`src/drwg_defs.svh`:
```
`ifndef DRWG_DEFS_SVH
`define DRWG_DEFS_SVH

// Geometry
`define DRWG_NCH 4
`define DRWG_CHW 2
`define DRWG_DW 32
`define DRWG_CNTW 16
`define DRWG_CFGW 16
`define DRWG_CTLW 8
`define DRWG_SELW 3

// Register selects on the write port
`define DRWG_SEL_CTRL 3'h0
`define DRWG_SEL_SRC 3'h1
`define DRWG_SEL_DST 3'h2
`define DRWG_SEL_CNT 3'h3
`define DRWG_SEL_CFG 3'h4
`define DRWG_SEL_IRQ 3'h5

// Control register fields
`define DRWG_EN_BIT 0
`define DRWG_REQ_BIT 1

// Reset values and constants
`define DRWG_CTRL_RST 8'h00
`define DRWG_ADDR_RST 32'h00000000
`define DRWG_CNT_RST 16'h0000
`define DRWG_CFG_RST 16'h0000
`define DRWG_CNT_ONE 16'h0001
`define DRWG_IRQ_RST 4'h0
`endif

```
`src/drwg_pkg.sv`:
```
`include "drwg_defs.svh"
package drwg_pkg;
    // Channel sequencer states, one-hot
    typedef enum logic [1:0] {
        DRWG_IDLE = 2'b01,
        DRWG_RUN = 2'b10
    } drwg_state_t;

    // One write request on the register write port
    typedef struct packed {
        logic [`DRWG_CHW-1:0] chan;
        logic [`DRWG_SELW-1:0] sel;
        logic [`DRWG_DW-1:0] data;
        logic by_dma;
        logic [`DRWG_CHW-1:0] src_chan;
    } drwg_wr_t;

    // Per-channel register set
    typedef struct packed {
        logic [`DRWG_CTLW-1:0] ctrl;
        logic [`DRWG_DW-1:0] src;
        logic [`DRWG_DW-1:0] dst;
        logic [`DRWG_CNTW-1:0] cnt;
        logic [`DRWG_CFGW-1:0] cfg;
    } drwg_chan_t;

    // Decoded write strobes into one channel
    typedef struct packed {
        logic en_wr;
        logic req_clr;
        logic rest;
        logic src;
        logic dst;
        logic cnt;
        logic cfg;
    } drwg_cwr_t;
endpackage

```
`src/drwg_chan.sv`:
```
`timescale 1ns/100ps
`default_nettype none
`include "drwg_defs.svh"
module drwg_chan
    import drwg_pkg::*;
(
    // Clock and synchronised reset
    input wire logic mclk,
    input wire logic rst_sync_b,
    // Decoded writes
    input var drwg_cwr_t cwr,
    input wire logic [`DRWG_DW-1:0] wdata,
    // Engine events
    input wire logic req_set,
    input wire logic step,
    // State out
    output drwg_chan_t regs,
    output logic done
);
    drwg_chan_t next_regs;
    drwg_state_t state;
    drwg_state_t next_state;

    // Register writes, count sequencing, request and enable arbitration
    always_comb begin
        next_regs = regs;
        next_state = state;
        done = 1'b0;
        if (cwr.cfg) begin
            next_regs.cfg = wdata[`DRWG_CFGW-1:0];
        end
        if (cwr.src) begin
            next_regs.src = wdata;
        end
        if (cwr.dst) begin
            next_regs.dst = wdata;
        end
        if (cwr.cnt) begin
            next_regs.cnt = wdata[`DRWG_CNTW-1:0];
        end
        // Other control bits land only when decode allowed it; enable and request handled below
        if (cwr.rest) begin
            next_regs.ctrl = wdata[`DRWG_CTLW-1:0];
            next_regs.ctrl[`DRWG_EN_BIT] = regs.ctrl[`DRWG_EN_BIT];
            next_regs.ctrl[`DRWG_REQ_BIT] = regs.ctrl[`DRWG_REQ_BIT];
        end
        case (state)
            DRWG_IDLE: begin
                if (regs.ctrl[`DRWG_EN_BIT]) begin
                    next_state = DRWG_RUN;
                end
            end
            DRWG_RUN: begin
                // Enable checked first so a count written while disabled never races a decrement
                if (!regs.ctrl[`DRWG_EN_BIT]) begin
                    next_state = DRWG_IDLE;
                end else if (step && regs.cnt != `DRWG_CNT_RST) begin
                    next_regs.cnt = regs.cnt - `DRWG_CNT_ONE;
                    if (regs.cnt == `DRWG_CNT_ONE) begin
                        done = 1'b1;
                        next_regs.ctrl[`DRWG_EN_BIT] = 1'b0;
                        next_state = DRWG_IDLE;
                    end
                end
            end
            default: begin
                next_state = DRWG_IDLE;
            end
        endcase
        // Hardware request set wins over a software clear in the same cycle
        if (cwr.req_clr) begin
            next_regs.ctrl[`DRWG_REQ_BIT] = 1'b0;
        end
        if (req_set) begin
            next_regs.ctrl[`DRWG_REQ_BIT] = 1'b1;
        end
        // Enable write always lands, and overrides the terminal-count auto clear
        if (cwr.en_wr) begin
            next_regs.ctrl[`DRWG_EN_BIT] = wdata[`DRWG_EN_BIT];
        end
    end

    // State registers
    always_ff @(posedge mclk or negedge rst_sync_b) begin
        if (!rst_sync_b) begin
            regs.ctrl <= `DRWG_CTRL_RST;
            regs.src <= `DRWG_ADDR_RST;
            regs.dst <= `DRWG_ADDR_RST;
            regs.cnt <= `DRWG_CNT_RST;
            regs.cfg <= `DRWG_CFG_RST;
            state <= DRWG_IDLE;
        end else begin
            regs <= next_regs;
            state <= next_state;
        end
    end
endmodule
`default_nettype wire

```
`src/drwg_top.sv`:
```
`timescale 1ns/100ps
`default_nettype none
`include "drwg_defs.svh"
module drwg_top
    import drwg_pkg::*;
(
    // Clock and reset
    input wire logic mclk,
    input wire logic rst_b,
    // Register write port, shared by CPU and DMA writes
    input wire logic wr_valid,
    input var drwg_wr_t wr,
    output logic wr_taken,
    output logic wr_dropped,
    output logic wr_self_err,
    // Transfer engine events, same clock
    input wire logic [`DRWG_NCH-1:0] req_in,
    input wire logic [`DRWG_NCH-1:0] step,
    // Channel state
    output drwg_chan_t [`DRWG_NCH-1:0] chan_regs,
    output logic [`DRWG_NCH-1:0] irq_stat,
    output logic busy
);
    logic rst_q1;
    logic rst_sync_b;
    drwg_cwr_t [`DRWG_NCH-1:0] cwr;
    logic [`DRWG_NCH-1:0] done_vec;
    logic [`DRWG_NCH-1:0] en_vec;
    logic [`DRWG_NCH-1:0] next_irq;
    logic tgt_en;
    logic self_wr;

    // Reset release through two flops; assertion stays asynchronous
    always_ff @(posedge mclk or negedge rst_b) begin
        if (!rst_b) begin
            rst_q1 <= 1'b0;
            rst_sync_b <= 1'b0;
        end else begin
            rst_q1 <= 1'b1;
            rst_sync_b <= rst_q1;
        end
    end

    // Write decode and protection policy
    always_comb begin
        cwr = '0;
        wr_taken = 1'b0;
        wr_dropped = 1'b0;
        wr_self_err = 1'b0;
        tgt_en = chan_regs[wr.chan].ctrl[`DRWG_EN_BIT];
        self_wr = wr.by_dma && (wr.src_chan == wr.chan) && (wr.sel != `DRWG_SEL_IRQ);
        if (wr_valid) begin
            if (self_wr) begin
                // A channel rewriting itself mid-transfer is unsafe, so refuse it outright
                wr_self_err = 1'b1;
                wr_dropped = 1'b1;
            end else begin
                case (wr.sel)
                    `DRWG_SEL_CTRL: begin
                        wr_taken = 1'b1;
                        cwr[wr.chan].en_wr = 1'b1;
                        cwr[wr.chan].req_clr = ~wr.data[`DRWG_REQ_BIT];
                        // Remaining bits follow software only while disabled
                        cwr[wr.chan].rest = ~tgt_en;
                    end
                    `DRWG_SEL_SRC: begin
                        if (!tgt_en || wr.by_dma) begin
                            wr_taken = 1'b1;
                            cwr[wr.chan].src = 1'b1;
                        end else begin
                            wr_dropped = 1'b1;
                        end
                    end
                    `DRWG_SEL_DST: begin
                        if (!tgt_en || wr.by_dma) begin
                            wr_taken = 1'b1;
                            cwr[wr.chan].dst = 1'b1;
                        end else begin
                            wr_dropped = 1'b1;
                        end
                    end
                    `DRWG_SEL_CNT: begin
                        if (!tgt_en) begin
                            wr_taken = 1'b1;
                            cwr[wr.chan].cnt = 1'b1;
                        end else begin
                            wr_dropped = 1'b1;
                        end
                    end
                    `DRWG_SEL_CFG: begin
                        if (!tgt_en) begin
                            wr_taken = 1'b1;
                            cwr[wr.chan].cfg = 1'b1;
                        end else begin
                            wr_dropped = 1'b1;
                        end
                    end
                    `DRWG_SEL_IRQ: begin
                        wr_taken = 1'b1;
                    end
                    default: begin
                        wr_dropped = 1'b1;
                    end
                endcase
            end
        end
    end

    // One register set per channel
    genvar gi;
    generate
        for (gi = 0; gi < `DRWG_NCH; gi = gi + 1) begin : g_chan
            drwg_chan u_chan (
                .mclk(mclk),
                .rst_sync_b(rst_sync_b),
                .cwr(cwr[gi]),
                .wdata(wr.data),
                .req_set(req_in[gi]),
                .step(step[gi]),
                .regs(chan_regs[gi]),
                .done(done_vec[gi])
            );
            assign en_vec[gi] = chan_regs[gi].ctrl[`DRWG_EN_BIT];
        end
    endgenerate

    // Interrupt status: zero clears, one keeps; a terminal count in the same cycle wins
    always_comb begin
        next_irq = irq_stat;
        if (wr_valid && !self_wr && wr.sel == `DRWG_SEL_IRQ) begin
            next_irq = irq_stat & wr.data[`DRWG_NCH-1:0];
        end
        next_irq = next_irq | done_vec;
    end

    // Status register
    always_ff @(posedge mclk or negedge rst_sync_b) begin
        if (!rst_sync_b) begin
            irq_stat <= `DRWG_IRQ_RST;
        end else begin
            irq_stat <= next_irq;
        end
    end

    // Any channel running
    assign busy = |en_vec;

    logic wr0;
    logic en0;
    assign wr0 = wr_valid && wr.chan == 2'h0 && !self_wr;
    assign en0 = chan_regs[0].ctrl[`DRWG_EN_BIT];
endmodule
`default_nettype wire

```
`config.mk`:
```
export PLATFORM = sky130hd
export DESIGN_NAME = drwg_top
export DESIGN_NICKNAME = d
export VERILOG_FILES = /design/src/drwg_pkg.sv /design/src/drwg_chan.sv /design/src/drwg_top.sv
export VERILOG_INCLUDE_DIRS = /design/src /design/src/src
export SDC_FILE = /design/constraint.sdc
export NUM_CORES = 1
export LEC_CHECK = 0
export BUFFER_PORTS_ARGS = -buffer_cell sky130_fd_sc_hd__buf_2
export CORE_MARGIN = 3
export CORE_UTILIZATION = 53
export CTS_CLUSTER_DIAMETER = 100
export DETAILED_ROUTE_END_ITERATION = 10
export HOLD_SLACK_MARGIN = 0.08
export PLACE_DENSITY_LB_ADDON = 0.08
export SYNTH_ARGS = -nofsm -noshare
export SYNTH_HDL_FRONTEND = slang
export SYNTH_SLANG_ARGS = --single-unit
```
`constraint.sdc`:
```
create_clock -name mclk -period 15.55 [get_ports mclk]
set_input_delay 1.555 -clock mclk [delete_from_list [all_inputs] [get_ports mclk]]
set_output_delay 1.555 -clock mclk [all_outputs]
set_load 0.02 [all_outputs]
```
After elaboration in Yosys (flattened, before gate mapping). Cells that the tools add are included.

Bits in registers: 430. Input port bits: 51. Output and inout port bits: 424. Word-level logic and storage cells: 223.

Add/sub/neg operators: 4. Magnitude comparators: 2. Eq/ne operators: 31. Multiplexer cells: 118. Bitwise logic cells: 4. Reductions and logical operators: 29.

Operators with widths (number): two-way mux 16 bit (16); binary-select mux 104 bit (select 2 bit) (1); case mux 28 bit (5 select lines) (1); demux 7 bit (select 2 bit) (7); two-way mux 97 bit (1); equality test 16 x 1 -> 1 bit, second input constant (4); nonzero test 16 bit (4); subtractor 16 x 1 -> 16 bit, second input constant (4); bitwise mux 28 bit (2); two-way mux 28 bit (2); two-way mux 1 bit (55); two-way mux 2 bit (17); != test 3 bit, second input constant (9); two-way mux 25 bit (1); two-way mux 24 bit (1); two-way mux 23 bit (1); two-way mux 22 bit (1); case mux 2 bit (2 select lines) (4); AND reduction 3 bit (4); logical AND 1 bit (9); equality test 2 x 1 -> 1 bit, second input constant (4); equality test 2 bit, second input constant (4); two-way mux 4 bit (2); != test 2 x 1 -> 1 bit, second input constant (4); 20 further kinds (30).

Depth between registers and ports, before layout.
Word-level depth: 13. Mapped depth: 9. Mapped depth without buffers: 7.

Cells and area by module. From an unflattened synthesis, not the netlist that was laid out.

Cell total of the unflattened synthesis: 1355. Area, all modules: 18346.3 um^2.

Modules (own cells, without submodules): drwg_chan (instances 4, cells each 319, area an instance 4438.0 um^2, sequential area each 2653.8 um^2); drwg_top (instances 1, cells each 79, area an instance 594.3 um^2, sequential area each 150.1 um^2).

Worst setup path before layout. No wires, ideal clock.

Path type: input port to output port. Start point: in wr[39] (netlist name). End point: out wr_dropped. Arrival: 2.712 ns. Data required time: 13.995 ns. Setup slack: 11.283 ns. Cell stages on the path: 5. Buffers on the path: 1. Path through: xor2_1 > or3_1 > clkbuf_1 > a32oi_1 > and2_1.

Longest elaborated chain between the ends: 8. Elaborated cells on any way between the ends: 12. Those cells by class: 1 x eq/ne; 7 x mux; 4 x reduce/logical.

RTL lines: start: declaration (line drwg_top.sv:12) `input var drwg_wr_t wr,`; binary-select mux 104 bit (select 2 bit) (line drwg_top.sv:50) `` tgt_en = chan_regs[wr.chan].ctrl[`DRWG_EN_BIT]; ``; two-way mux 97 bit (implied by the code) (line drwg_top.sv:50); zero test 1 bit; logical OR 1 bit (line drwg_top.sv:67, drwg_top.sv:75); two-way mux 1 bit (line drwg_top.sv:67, drwg_top.sv:75); case mux 1 bit (3 select lines) (line drwg_top.sv:58) `case (wr.sel)`; two-way mux 1 bit * (line drwg_top.sv:53) `if (self_wr) begin`; two-way mux 1 bit * (line drwg_top.sv:52) `if (wr_valid) begin`; end: declaration (line drwg_top.sv:14) `output logic wr_dropped,`.

Every way passes the cells marked *; elsewhere a longest branch is shown, timed or not. The select of a mux whose other input is x is not followed.

Worst setup path after layout. Same ends and word-level chain as after synthesis.

==> results.txt <==
Yosys top cell by area: dfrtp_1
CTS Buf Count: 45
clock buffer depth: 3
antenna violations before repair: 3
adder and majority gate portion of the synthesized area: 0.822%
normalized max-slew margin: 17.8%
share of total power consumed by net switching: 34.6%
clock-pin slew of the registers on the worst-case setup and hold paths: 0.06 ns
Detailed Route WL: 55.5 mm
Layout Area Growth over Synthesis: 22.9%
number of max-cap violations: 0
Antenna Nets Post-Route: 0
Worst IR Drop VDD: 0.000133 V
share of the synthesized area in the top cell type: 58.4%
relative contribution of sequential cells to total power: 43.3%
total half-perimeter wirelength after legalization and detailed placement: 38.2 mm
FFs w/ async S/R, synth: 100%
cell area power density: 157 nW/um2
I/O Pins: 475
Post-Syn Nets: 1,452
cell seen most often among critical-path stages: buf_2
global-route wire length before repair: 83.6 mm
share of synthesized area spent on multiplexers: 22.7%
slowest cell delay on critical path: 0.48 ns
sequential element share of the synthesized area: 59.0%
Fin Clk Skew: 0.0113 ns
WS Path Type: in2out
Synth cell types: 63
data arrival time at the worst-slack endpoint: 3.20 ns
share of post-route cells with drive strength above 1: 50.9%
Filler Cells Inserted: 2,605
Remaining Overflow, GRT: 0
Worst setup SP type: input port
Max Slew Vio Count: 0
Horiz. Die Dim: 192 um
post-synth design cell area: 18,300 um2
gate count of the mapped netlist: 1,389
data required time at the worst endpoint: 14.00 ns
chip height: 192 um
leading register cell type out of synthesis: dfrtp_1
compound-gate portion of the synthesized area: 5.69%
cell-by-cell listing of the critical path: buf_2 -> xor2_1 -> or3_1 -> a32oi_1 -> and2_1 -> buf_2
clock sink total: 430
overall global routing resource usage: 29.9%
Hold-fix buffers, CTS: 0
Finish-stage setup viols: 0
cells on worst reg2reg path: 5
number of global-route vias before repair: 13,400
Critical Path Fanout Max: 13
number of buffer cells added on primary ports: 474
row cnt: 67
average vias per placed instance: 5.73
die footprint: 36,700 um2
area fraction in and, or, nand and nor cells after synthesis: 9.01%
layout net count: 1,903
Setup TNS: 0 ns
depth of the CTS H-tree: 2
cells resized by post-CTS repair: 0
floorplan core area: 33,800 um2
# DRC: 0
Yosys warnings: 0
combinational group share of total power: 26.9%
routed len/inst: 23.8 um
min Tclk post-route: 4.75 ns
Vias: 13,300
cell internal power dissipation: 2.30 mW
outcome: completed
switching power: 1.22 mW
clock tree from TritonCTS: done
number of flops mapped to enable cells by yosys: 0
number of DRC violations after detailed-routing iteration 0: 818
part of the cycle the worst path needs: 30.6%
leading post-synthesis cells by cell area: dfrtp_1, mux2_2, nor2_1
later-pin clock latency in the skew report: 0.54 ns
share of power burned in the clock network: 29.8%
Max Clock Freq: 210 MHz
nature of the critical path endpoint: primary output
min-delay worst type: reg2async
main combinational cell family by area after synthesis: multiplexers
Static Leakage: 11.2 nW
critical-path cell with the highest stage delay: or3_1
final count of hold timing violations: 0
Post-Synth XOR/XNOR Area: 0.0959%
Post-CTS Setup Repair Bufs: 0
first-pass iteration count of the detailed router: 5
unrepaired setup endpoints after global routing: false
synthesized area per cell: 13.1 um2
worst-margin pin slew: 1.23 ns
weighted congestion at the end of routability-driven global placement: 0.864
clock root buffer: clkbuf_16
total of flip-flops plus latches after synthesis: 430
maximum number of pins on one net before global-route repair: 159
utilization of the core after routing: 66.4%
starting density of the core: 54.0%
[per-stage QoR]
step / instance area (um2) / power [mW] / cells / hold WS, ns / setup slack [ns]
3_5_place_dp: 21000 / 2.49 / 2241 / 0.343 / 10.81
6_report: 22400 / 3.52 / 2328 / 0.356 / 10.80
3_3_place_gp: 21000 / 2.47 / 2241 / 0.336 / 10.83
2_1_floorplan: 18300 / 2.09 / 1389 / 0.331 / 2.68
4_1_cts: 22400 / 3.54 / 2324 / 0.356 / 10.80
5_1_grt: 22400 / 3.68 / 2327 / 0.382 / 10.63
[worst paths after layout]
path                                                 from                        end  slack (ns)
min in group mclk                                  rst_q1                 rst_sync_b        0.36
worst max-delay path                               wr[39]                 wr_dropped       10.80
max in group asynchronous                      rst_sync_b  g_chan[1].u_chan.regs[79]       12.83
worst min register to register                 rst_sync_b   g_chan[0].u_chan.regs[2]        0.36
worst max register to register  g_chan[2].u_chan.regs[96]  g_chan[3].u_chan.regs[44]       12.24
worst min-delay path                           rst_sync_b   g_chan[0].u_chan.regs[2]        0.36
[layout by cell type (no fill, tap or decap), types with 11 or more instances in the layout]
master / netlist / final
o221a_2: 20 / 20
nor4_1: 13 / 13
buf_2: 3 / 474
dfrtp_1: 426 / 425
inv_1: 30 / 30
mux2i_1: 19 / 19
nor2_1: 60 / 60
o21ai_0: 39 / 39
mux2_2: 342 / 342
clkbuf_16: 0 / 45
nor3_1: 37 / 37
nand4_1: 22 / 22
a21oi_1: 24 / 24
nand2_1: 58 / 55
ha_1: 12 / 12
buf_4: 9 / 15
clkinv_2: 0 / 11
nor2b_1: 13 / 13
nand3_1: 43 / 42
[worst max-delay path, delay by kind of cell]
family          cells  cell delay (ns)
xor+xnor            1             0.21
buf+inv             2             0.40
simple gates        2             0.65
compound gates      1             0.38
[flip-flops by register name, indices dropped and copies added (netlist names)]
name	cells
rst_q1	1
rst_sync_b	1
g_chan.u_chan.state	8
irq_stat	4
g_chan.u_chan.regs	416
[routing by layer]
layer | up-vias | GRT usage [%] | routed length (um) | part of all wire, %
met5 | - | 0 | 0 | 0
met4 | 0 | 9.77 | 1870 | 3.4
met3 | 97 | 9.09 | 5140 | 9.3
met2 | 546 | 48.2 | 26500 | 48
met1 | 6762 | 39.1 | 22000 | 40
li1 | 5924 | - | - | -
[power groups by stage]
stage	registers, mW	clock network (mW)	logic (mW)
after floorplan	1.80	0	0.288
after global placement	1.52	0	0.943
after detailed placement	1.54	0	0.955
after CTS	1.52	1.06	0.958
after global routing	1.56	1.11	1.02
final	1.52	1.05	0.949
[synth_stat cells, types with 20 or more instances]
| cell type | number |
|---|---|
| nand2_1 | 58 |
| clkbuf_1 | 57 |
| mux2_2 | 342 |
| nor2_1 | 60 |
| dfrtp_1 | 426 |
| nor3_1 | 37 |
| o221a_2 | 20 |
| inv_1 | 30 |
| o21ai_0 | 39 |
| a21oi_1 | 24 |
| nand4_1 | 22 |
| nand3_1 | 43 |
[cell type report]
| class | instances | area (um2) | share of cell area, % |
|---|---|---|---|
| Inverter | 30 | 113 | 0.502 |
| Multi-Input combinational cell | 843 | 7040 | 31.4 |
| Sequential cell | 430 | 10800 | 48.0 |
| Tap cell | 448 | 561 | 2.50 |
| Clock inverter | 19 | 153 | 0.680 |
| Clock buffer | 64 | 1300 | 5.78 |
| Timing Repair Buffer | 490 | 2500 | 11.2 |
| Antenna cell | 4 | 10.0 | 0.0446 |
[logic make-up after synthesis]
group / after synthesis
simple gates: 312
compound gates: 147
flops: 430
fa+ha+maj: 12
xor+xnor: 2
buf+inv: 116
mux: 369
other cells: 1
(Power assumes the default switching activity.)
